`src/design/itd_pkg.sv`:
```
// shared constants for the interrogation decoder
package itd_pkg;
   // register byte offsets
   localparam logic [7:0] ITD_CTRL_OFS = 8'h00;
   localparam logic [7:0] ITD_TADDR_OFS = 8'h04;
   localparam logic [7:0] ITD_RESP_OFS = 8'h08;
   localparam logic [7:0] ITD_STATUS_OFS = 8'h0c;
   localparam logic [7:0] ITD_LAST_OFS = 8'h10;
   // control field positions
   localparam int ITD_CTRL_TAV = 0;
   localparam int ITD_CTRL_CNR = 1;
   localparam int ITD_CTRL_INH = 2;
   localparam int ITD_CTRL_DUAL = 3;
   localparam int ITD_CTRL_RSEL = 4;
   localparam int ITD_CTRL_EXT = 5;
   localparam int ITD_CTRL_W = 6;
   // values after reset
   localparam logic [5:0] ITD_CTRL_RST = 6'h01;
   localparam logic [5:0] ITD_TADDR_RST = 6'h00;
   localparam logic [15:0] ITD_RESP_RST = 16'h0000;
   // interrogation word field positions (index = interrogation bit number)
   localparam int ITD_MODE_LO = 19;
   localparam int ITD_MODE_HI = 22;
   localparam int ITD_MLA_LO = 10;
   localparam int ITD_MLA_HI = 14;
   localparam int ITD_CHA_LO = 23;
   localparam int ITD_CHA_HI = 30;
   localparam int ITD_BCP_LO = 3;
   localparam int ITD_TA_LO = 6;
   localparam int ITD_TA_HI = 11;
   // mode codes, one per mode output, in output order
   localparam int ITD_NMODES = 9;
   localparam logic [3:0] ITD_MODE_CODE [ITD_NMODES] = '{
      4'h1, 4'h2, 4'h3, 4'h7, 4'h8, 4'ha, 4'hb, 4'hc, 4'he};
   localparam int ITD_M_SWC = 1;
   // timing: user oscillator periods before timeout, response length
   localparam logic [4:0] ITD_TMO_PERIODS = 5'h10;
   localparam logic [4:0] ITD_RESP_BITS = 5'h10;
   // axi response codes
   localparam logic [1:0] ITD_AXI_OKAY = 2'h0;
   localparam logic [1:0] ITD_AXI_SLVERR = 2'h2;
endpackage

```
`src/design/itd_interrogation_decoder.sv`:
```
// interrogation decoder: mode, address and pulse decode with axi4-lite config
//
// The AXI4-Lite slave port and the register offsets were chosen for this implementation.
`timescale 1ns/1ns
// Functional notes
// [RULE1] mode 1 drives short command output
// [RULE2] mode 2 switch closure, 3 high power
// [RULE3] modes 7,8,A,B drive transfer/acquisition outputs
// [RULE4] mode C single, E double analog
// [RULE5] load address from bits 10..14, 10 msb
// [RULE6] channel address bits 23..30, 23 lsb
// [RULE7] pulses from bits 3..6, pulse4 needs extfmt off
// [RULE8] six-bit terminal address, msb at bit 6
// [RULE9] inhibit blocks switch closure commands
// [RULE10] terminal unavailable means no response at all
// [RULE11] select high central, low remote mode
// [RULE12] master reset low holds all logic reset
// [RULE13] user oscillator times bus, timeout output low
// [RULE14] dual drive enables both buses together
// [RULE15] remote mode emits response data and enable
// [RULE16] test input must be tied to ground
// [RULE17] timeout after sixteen oscillator periods idle
// [RULE18] at most one mode output, none unlisted
module itd_interrogation_decoder (
   // clock and reset
   input wire logic aclk,
   input wire logic aresetn,
   // axi4-lite write address
   input wire logic [7:0] s_axi_awaddr,
   input wire logic s_axi_awvalid,
   output logic s_axi_awready,
   // axi4-lite write data
   input wire logic [31:0] s_axi_wdata,
   input wire logic [3:0] s_axi_wstrb,
   input wire logic s_axi_wvalid,
   output logic s_axi_wready,
   // axi4-lite write response
   output logic [1:0] s_axi_bresp,
   output logic s_axi_bvalid,
   input wire logic s_axi_bready,
   // axi4-lite read address
   input wire logic [7:0] s_axi_araddr,
   input wire logic s_axi_arvalid,
   output logic s_axi_arready,
   // axi4-lite read data
   output logic [31:0] s_axi_rdata,
   output logic [1:0] s_axi_rresp,
   output logic s_axi_rvalid,
   input wire logic s_axi_rready,
   // interrogation word from the bus receiver, same clock
   input wire logic [31:0] ibus_word,
   input wire logic ibus_valid,
   // pins from outside the clock domain
   input wire logic master_reset_n,
   input wire logic user_timeout_osc,
   input wire logic test_in,
   // mode outputs
   output logic short_cmd_strobe,
   output logic switch_closure_cmd,
   output logic high_power_cmd,
   output logic block_xfer_mode_out,
   output logic bilevel_acq_out,
   output logic serial16_acq_out,
   output logic serial8_acq_out,
   output logic single_ended_analog_out,
   output logic double_ended_analog_out,
   // address and broadcast outputs
   output logic [4:0] mem_load_addr,
   output logic [7:0] channel_addr,
   output logic [3:0] bcast_pulse,
   output logic bcast_pulses_valid,
   // timeout, bus drive and response
   output logic ibus_timeout_n,
   output logic nom_bus_en,
   output logic red_bus_en,
   output logic resp_tx_data,
   output logic resp_tx_enable
);
   import itd_pkg::*;

   logic mrst_s1_r, mrst_s2_r;
   logic osc_s1_r, osc_s2_r, osc_d_r;
   logic test_s1_r, test_s2_r;
   logic rst;
   logic [ITD_CTRL_W-1:0] ctrl_r;
   logic [5:0] term_addr_r;
   logic [15:0] resp_word_r;
   logic [31:0] last_word_r;
   logic [3:0] mode_last_r;
   logic aw_got_r, w_got_r;
   logic [7:0] awaddr_r;
   logic [31:0] wdata_r;
   logic [3:0] wstrb_r;
   logic [3:0] mode;
   logic [ITD_NMODES-1:0] mode_hot;
   logic [ITD_NMODES-1:0] mode_out_r;
   logic addr_match;
   logic [4:0] tmo_cnt_r;
   logic tmo_r;
   logic osc_rise;
   logic [15:0] resp_sh_r;
   logic [4:0] resp_cnt_r;
   logic resp_busy;
   logic resp_start;
   logic wr_go;
   logic [31:0] rd_val;
   logic rd_ok;

   // pin synchronisers; only the second stage is read
   always_ff @(posedge aclk) begin
      mrst_s1_r <= master_reset_n;
      mrst_s2_r <= mrst_s1_r;
      osc_s1_r <= user_timeout_osc;
      osc_s2_r <= osc_s1_r;
      test_s1_r <= test_in;
      test_s2_r <= test_s1_r;
   end

   // master reset pin resets everything the bus reset does
   assign rst = !aresetn || !mrst_s2_r; // [RULE12]

   // ---- axi4-lite write side: address and data taken in either order
   assign wr_go = aw_got_r && w_got_r && !s_axi_bvalid;

   always_ff @(posedge aclk) begin
      if (rst) begin
         aw_got_r <= 1'b0;
         awaddr_r <= 8'h00;
         s_axi_awready <= 1'b0;
      end else begin
         s_axi_awready <= !aw_got_r && !s_axi_awready && s_axi_awvalid;
         if (s_axi_awvalid && s_axi_awready) begin
            aw_got_r <= 1'b1;
            awaddr_r <= s_axi_awaddr;
         end else if (wr_go) begin
            aw_got_r <= 1'b0;
         end
      end
   end

   always_ff @(posedge aclk) begin
      if (rst) begin
         w_got_r <= 1'b0;
         wdata_r <= 32'h00000000;
         wstrb_r <= 4'h0;
         s_axi_wready <= 1'b0;
      end else begin
         s_axi_wready <= !w_got_r && !s_axi_wready && s_axi_wvalid;
         if (s_axi_wvalid && s_axi_wready) begin
            w_got_r <= 1'b1;
            wdata_r <= s_axi_wdata;
            wstrb_r <= s_axi_wstrb;
         end else if (wr_go) begin
            w_got_r <= 1'b0;
         end
      end
   end

   // write response; unmapped or read-only offsets answer slverr
   always_ff @(posedge aclk) begin
      if (rst) begin
         s_axi_bvalid <= 1'b0;
         s_axi_bresp <= ITD_AXI_OKAY;
      end else if (wr_go) begin
         s_axi_bvalid <= 1'b1;
         s_axi_bresp <= (awaddr_r == ITD_CTRL_OFS || awaddr_r == ITD_TADDR_OFS ||
                         awaddr_r == ITD_RESP_OFS) ? ITD_AXI_OKAY : ITD_AXI_SLVERR;
      end else if (s_axi_bready) begin
         s_axi_bvalid <= 1'b0;
      end
   end

   // configuration registers, byte lanes honoured
   always_ff @(posedge aclk) begin
      if (rst) begin
         ctrl_r <= ITD_CTRL_RST;
         term_addr_r <= ITD_TADDR_RST;
         resp_word_r <= ITD_RESP_RST;
      end else if (wr_go) begin
         if (awaddr_r == ITD_CTRL_OFS && wstrb_r[0]) begin
            ctrl_r <= wdata_r[ITD_CTRL_W-1:0]; // [RULE11]
         end
         if (awaddr_r == ITD_TADDR_OFS && wstrb_r[0]) begin
            term_addr_r <= wdata_r[5:0]; // [RULE8]
         end
         if (awaddr_r == ITD_RESP_OFS) begin
            if (wstrb_r[0]) begin
               resp_word_r[7:0] <= wdata_r[7:0];
            end
            if (wstrb_r[1]) begin
               resp_word_r[15:8] <= wdata_r[15:8];
            end
         end
      end
   end

   // ---- axi4-lite read side
   always_comb begin
      rd_val = 32'h00000000;
      rd_ok = 1'b1;
      case (s_axi_araddr)
         ITD_CTRL_OFS: rd_val[ITD_CTRL_W-1:0] = ctrl_r;
         ITD_TADDR_OFS: rd_val[5:0] = term_addr_r;
         ITD_RESP_OFS: rd_val[15:0] = resp_word_r;
         ITD_STATUS_OFS: rd_val[7:0] = {mode_last_r, 1'b0, test_s2_r, resp_busy, tmo_r};
         ITD_LAST_OFS: rd_val = last_word_r;
         default: rd_ok = 1'b0;
      endcase
   end

   // one read at a time; arready pulses as the address is taken
   always_ff @(posedge aclk) begin
      if (rst) begin
         s_axi_arready <= 1'b0;
         s_axi_rvalid <= 1'b0;
         s_axi_rdata <= 32'h00000000;
         s_axi_rresp <= ITD_AXI_OKAY;
      end else begin
         s_axi_arready <= s_axi_arvalid && !s_axi_arready && !s_axi_rvalid;
         if (s_axi_arvalid && s_axi_arready) begin
            s_axi_rvalid <= 1'b1;
            s_axi_rdata <= rd_val;
            s_axi_rresp <= rd_ok ? ITD_AXI_OKAY : ITD_AXI_SLVERR;
         end else if (s_axi_rready) begin
            s_axi_rvalid <= 1'b0;
         end
      end
   end

   // ---- mode decode; bit 19 taken as the mode msb
   assign mode = {ibus_word[ITD_MODE_LO], ibus_word[ITD_MODE_LO+1],
                  ibus_word[ITD_MODE_LO+2], ibus_word[ITD_MODE_HI]};

   // one comparator per output; distinct codes keep it one-hot
   for (genvar i = 0; i < ITD_NMODES; i++) begin : g_mode
      if (i == ITD_M_SWC) begin : g_swc
         assign mode_hot[i] = (mode == ITD_MODE_CODE[i]) && !ctrl_r[ITD_CTRL_INH]; // [RULE9]
      end else begin : g_plain
         assign mode_hot[i] = (mode == ITD_MODE_CODE[i]); // [RULE18]
      end
   end

   // decoded outputs except bcast_pulses_valid hold until the next interrogation
   always_ff @(posedge aclk) begin
      if (rst) begin
         mode_out_r <= '0;
         mode_last_r <= 4'h0;
         mem_load_addr <= 5'h00;
         channel_addr <= 8'h00;
         bcast_pulse <= 4'h0;
         bcast_pulses_valid <= 1'b0;
         last_word_r <= 32'h00000000;
      end else if (ibus_valid) begin
         mode_out_r <= mode_hot; // [RULE1] [RULE2] [RULE3] [RULE4]
         mode_last_r <= mode;
         last_word_r <= ibus_word;
         mem_load_addr <= {ibus_word[ITD_MLA_LO], ibus_word[ITD_MLA_LO+1],
                           ibus_word[ITD_MLA_LO+2], ibus_word[ITD_MLA_LO+3],
                           ibus_word[ITD_MLA_HI]}; // [RULE5]
         channel_addr <= ibus_word[ITD_CHA_HI:ITD_CHA_LO]; // [RULE6]
         bcast_pulse <= {ibus_word[ITD_BCP_LO+3] && !ctrl_r[ITD_CTRL_EXT],
                         ibus_word[ITD_BCP_LO+2:ITD_BCP_LO]}; // [RULE7]
         bcast_pulses_valid <= 1'b1; // [RULE7]
      end else begin
         bcast_pulses_valid <= 1'b0;
      end
   end

   assign short_cmd_strobe = mode_out_r[0];
   assign switch_closure_cmd = mode_out_r[1];
   assign high_power_cmd = mode_out_r[2];
   assign block_xfer_mode_out = mode_out_r[3];
   assign bilevel_acq_out = mode_out_r[4];
   assign serial16_acq_out = mode_out_r[5];
   assign serial8_acq_out = mode_out_r[6];
   assign single_ended_analog_out = mode_out_r[7];
   assign double_ended_analog_out = mode_out_r[8];

   // ---- interrogation timeout on user oscillator rising edges
   always_ff @(posedge aclk) begin
      if (rst) begin
         osc_d_r <= 1'b0;
      end else begin
         osc_d_r <= osc_s2_r;
      end
   end
   assign osc_rise = osc_s2_r && !osc_d_r;

   // an interrogation restarts the count, so a late word still clears it
   always_ff @(posedge aclk) begin
      if (rst) begin
         tmo_cnt_r <= 5'h00;
         tmo_r <= 1'b0;
      end else if (ibus_valid) begin
         tmo_cnt_r <= 5'h00;
         tmo_r <= 1'b0;
      end else if (osc_rise && !tmo_r) begin
         tmo_cnt_r <= tmo_cnt_r + 5'h01;
         tmo_r <= (tmo_cnt_r + 5'h01) == ITD_TMO_PERIODS; // [RULE17]
      end
   end

   always_ff @(posedge aclk) begin
      if (rst) begin
         ibus_timeout_n <= 1'b1;
      end else begin
         ibus_timeout_n <= !tmo_r; // [RULE13]
      end
   end

   // ---- bus drive enables; dual drive overrides the selection
   always_ff @(posedge aclk) begin
      if (rst) begin
         nom_bus_en <= 1'b0;
         red_bus_en <= 1'b0;
      end else begin
         nom_bus_en <= ctrl_r[ITD_CTRL_DUAL] || !ctrl_r[ITD_CTRL_RSEL]; // [RULE14]
         red_bus_en <= ctrl_r[ITD_CTRL_DUAL] || ctrl_r[ITD_CTRL_RSEL]; // [RULE14]
      end
   end

   // ---- response: addressed interrogation in remote mode, terminal available
   assign addr_match = {ibus_word[ITD_TA_LO], ibus_word[ITD_TA_LO+1], ibus_word[ITD_TA_LO+2],
                        ibus_word[ITD_TA_LO+3], ibus_word[ITD_TA_LO+4],
                        ibus_word[ITD_TA_HI]} == term_addr_r; // [RULE8]
   assign resp_busy = resp_cnt_r != 5'h00;
   assign resp_start = ibus_valid && addr_match && !resp_busy &&
                       ctrl_r[ITD_CTRL_TAV] && // [RULE10]
                       !ctrl_r[ITD_CTRL_CNR]; // [RULE11]

   // msb first; dropping availability aborts a response under way
   always_ff @(posedge aclk) begin
      if (rst) begin
         resp_sh_r <= 16'h0000;
         resp_cnt_r <= 5'h00;
         resp_tx_data <= 1'b0;
         resp_tx_enable <= 1'b0;
      end else if (!ctrl_r[ITD_CTRL_TAV]) begin
         resp_cnt_r <= 5'h00; // [RULE10]
         resp_tx_data <= 1'b0;
         resp_tx_enable <= 1'b0;
      end else if (resp_start) begin
         resp_sh_r <= {resp_word_r[14:0], 1'b0};
         resp_cnt_r <= ITD_RESP_BITS - 5'h01;
         resp_tx_data <= resp_word_r[15]; // [RULE15]
         resp_tx_enable <= 1'b1; // [RULE15]
      end else if (resp_busy) begin
         resp_sh_r <= {resp_sh_r[14:0], 1'b0};
         resp_cnt_r <= resp_cnt_r - 5'h01;
         resp_tx_data <= resp_sh_r[15];
         resp_tx_enable <= 1'b1;
      end else begin
         resp_tx_data <= 1'b0;
         resp_tx_enable <= 1'b0;
      end
   end

endmodule

```
`config.mk`:
```
export PLATFORM = sky130hd
export DESIGN_NAME = itd_interrogation_decoder
export DESIGN_NICKNAME = d
export VERILOG_FILES = /design/src/design/itd_pkg.sv /design/src/design/itd_interrogation_decoder.sv
export SDC_FILE = /design/constraint.sdc
export NUM_CORES = 1
export LEC_CHECK = 0
export CAP_MARGIN = 20
export CORE_ASPECT_RATIO = 1.4
export CORE_MARGIN = 10
export CORE_UTILIZATION = 44
export DETAILED_ROUTE_END_ITERATION = 7
export DONT_BUFFER_PORTS = 1
export SYNTH_ARGS = -nofsm -noshare
export SYNTH_HDL_FRONTEND = slang
export SYNTH_SLANG_ARGS = --single-unit
```
`constraint.sdc`:
```
create_clock -name aclk -period 4.7 [get_ports aclk]
set_input_delay 0.94 -clock aclk [delete_from_list [all_inputs] [get_ports aclk]]
set_output_delay 0.94 -clock aclk [all_outputs]
set_load 0.02 [all_outputs]
```
==> impl_metrics.toml <==
[logic_synthesis]
ys_warn_count = 0
ys.flop_type = "dfxtp_1"
syn_inst = 730
synthTopCellsByArea = "dfxtp_1 50%, mux2i_1 9.7%, nor2_1 5.4%"
syn_avg_cell_area_um2 = 9.579
post-synth-top-area-cell = "dfxtp_1"
syn_area_mm2 = 0.006993
synth-seq-cells = 176
synthTopCellsByCount = "176 x dfxtp_1, 101 x nor2_1, 68 x mux2i_1, 68 x nand2_1, 55 x a21oi_1"
ys_seq_area_share_pct = 50.38
synth-edff-count = 0
synth.most_common_cell = "dfxtp_1"
synthArstFlopShare_pct = 0
synth_top_area_share_pct = 50.38
synth_cell_types = 57

[cts]
cts_made_buffers = 17
cts_resized = 0
ctsHoldBuffers = 0
clock_latency_ns = 0.43
htreeDepth = 4
cts.sinks = 176
clk_pin_slew_ns = 0.07
cts_setup_buffers = 0
tritoncts = "yes"
root_buffer = "clkbuf_16"
clockBufferDepth = 2

[floorplanning]
rows = 54
dieWidth_um = 126.5
pin_count = 168
dieArea_mm2 = 0.02141
die_h_um = 169.2
core-area_mm2 = 0.01561
start_util_pct = 44.81

[route]
dr.pass1.iters = 5
wl_per_cell_um = 20.08
viasPerCell = 5.651
drt-initial-drc-count = 266
drcViolationCount = 0
drt.antenna.violating_nets = 0
vias = 5075
routed_wirelength_um = 18030

[critical_path]
cp-start-kind = "input pin"
cp-end-kind = "flop"
required_ns = 5.07
path_cells = "or4_1, nor2_1, a221oi_1, nor2_1"
cp_num_cells = 4
cpPeakStageDelay_ns = 0.80
crit_path_frequent_cell = "nor2_1"
r2r_start = "resp_cnt_r[0]$_SDFFE_PP0P_"
critPathBufInv = 0
crit_arrival_ns = 2.84
crit_fanout = 11
cp_slowest_cell = "nor2_1"
regToRegSetupSlack_ns = 2.46
timing.rr.end = "resp_sh_r[5]$_SDFFE_PP0P_"
worst_r2r_path_depth = 5
crit_family = "simple AND/OR/NAND/NOR gates"
worst-setup-path-type = "input pin to flop"

[timing]
worstMarginPinSlew_ns = 0.9331
fmax_mhz = 403.9
rsz0062_at_grt = "false"
slew_violations = 0
slew_headroom_pct = 37.56
fin_crit_ns = 2.476
finalSetupTns_ns = 0
setup-violations-final = 0
fin_crit_sh_pct = 52.68
hold_viol = 0
finClkSkew_ns = 0.01205

[global_route]
antenna_found_initial = 0
grt_max_degree = 84
grt_pass1_vias = 5110
track_usage_pct = 16.67
gr-total-overflow = 0
grt_pass1_wl_um = 28590

[hold_path]
hold_depth = 0
holdPathEnd = "test_s2_r$_DFF_P_"
min_path_type = "flop to flop"
min_from = "test_s1_r$_DFF_P_"

[pwr]
vdd_drop_max_mv = 0.2477
p_leak_nw = 2.900
power_density_mw_per_mm2 = 478.6

[cells_and_area]
drive_above_1_share_pct = 8.974
area_growth_pct = 7.443
antenna_cells = 0
nets = 789
fin_util_pct = 48.14

[placement]
hpwl_um = 13110
port_buffers = 0
routabilityCongestion = 0.7801

[run]
timing.max_cap.violations = 0

[outcome]
status = "finished, final reports clean"
==> through the flow <==
stage                     hold slack [ns]  cells  cell area [um2]  total power [mW]  setup WS (ns)
after floorplan                    0.3096    731             6997             2.183          2.431
after CTS                          0.3363    898             7513             3.626          2.173
after detailed placement           0.3154    867             6930             2.232          1.718
final                              0.3305    898             7513             3.596          2.224
after global routing               0.3380    898             7513             3.767          2.069
after global placement             0.3157    867             6930             2.208          1.746
==> metal layers <==
| layer | wire, um | up-vias | GRT usage (%) |
|---|---|---|---|
| met5 | 0 | - | 0 |
| met4 | 242 | 0 | 5.161 |
| met3 | 1613 | 15 | 7.409 |
| met2 | 9171 | 145 | 28.62 |
| met1 | 7005 | 2442 | 17.95 |
| li1 | - | 2473 | - |
==> cell type report <==
type / count / area, um2
clock buffers: 22 / 474.2
clock inverters: 9 / 108.9
fillers: 1467 / 8094
inverters: 5 / 18.77
multi-input cells: 487 / 3120
flip-flops and latches: 176 / 3523
well taps: 196 / 245.2
repair buffers: 3 / 22.52
==> layout by cell type, fill, tap and decap left out, types with 3 or more instances in the layout <==
cell type and instances:
clkbuf_16 17, nand4_1 11, nor2_1 101, o21a_1 14
nand2_1 67, nor4b_1 3, or3_1 4, nor3_1 8
clkinvlp_4 4, and2_1 3, a22oi_1 16, mux2i_1 68
ha_1 4, a31oi_1 3, o221a_2 13, nand2b_1 9
buf_4 3, and3b_1 4, o21ai_0 19, a21oi_1 55
clkbuf_8 3, nand3b_1 4, dfxtp_1 176, nor3b_1 3
xor2_1 11, a221oi_1 8, mux2_2 6, a22o_1 4
inv_1 5, nand3_1 13
==> kinds of logic after synthesis <==
group                      synth area share, %
and+or+nand+nor                          17.10
DFF                                      50.38
AOI/OAI and AO/OA                        14.26
muxes                                    10.70
buffers and inverters                    5.153
xor gates and xnor gates                 1.628
adders and majority gates               0.7157
other                                  0.05363
==> worst max path at each step <==
stage,end,start,slack (ns)
finish,s_axi_rdata[8]$_SDFFE_PP0P_,s_axi_araddr[1],2.22
global route,s_axi_rdata[15]$_SDFFE_PP0P_,s_axi_araddr[1],2.07
CTS,s_axi_rdata[8]$_SDFFE_PP0P_,s_axi_araddr[1],2.17
detailed placement,s_axi_rdata[15]$_SDFFE_PP0P_,s_axi_araddr[1],1.72
global placement,s_axi_rdata[9]$_SDFFE_PP0P_,s_axi_araddr[1],1.75
floorplan,resp_sh_r[10]$_SDFFE_PP0P_,ibus_word[8],2.43
==> flip-flops by register name, indices dropped and copies added, names as in the netlist, 2 cells and up <==
name           count
mem_load_addr      4
resp_word_r       16
awaddr_r           8
term_addr_r        6
resp_sh_r         15
tmo_cnt_r          5
channel_addr       7
bcast_pulse        4
ctrl_r             6
s_axi_rdata       32
wstrb_r            2
last_word_r       18
wdata_r           16
resp_cnt_r         5
mode_out_r         9
==> power breakdown <==
part           internal, mW  switching, mW  leakage, nW
Combinational         0.212          0.307         1.20
Sequential             1.60         0.0898         1.43
Clock                 0.821          0.569        0.274
No activity file was read; power rests on OpenSTA's default activity.
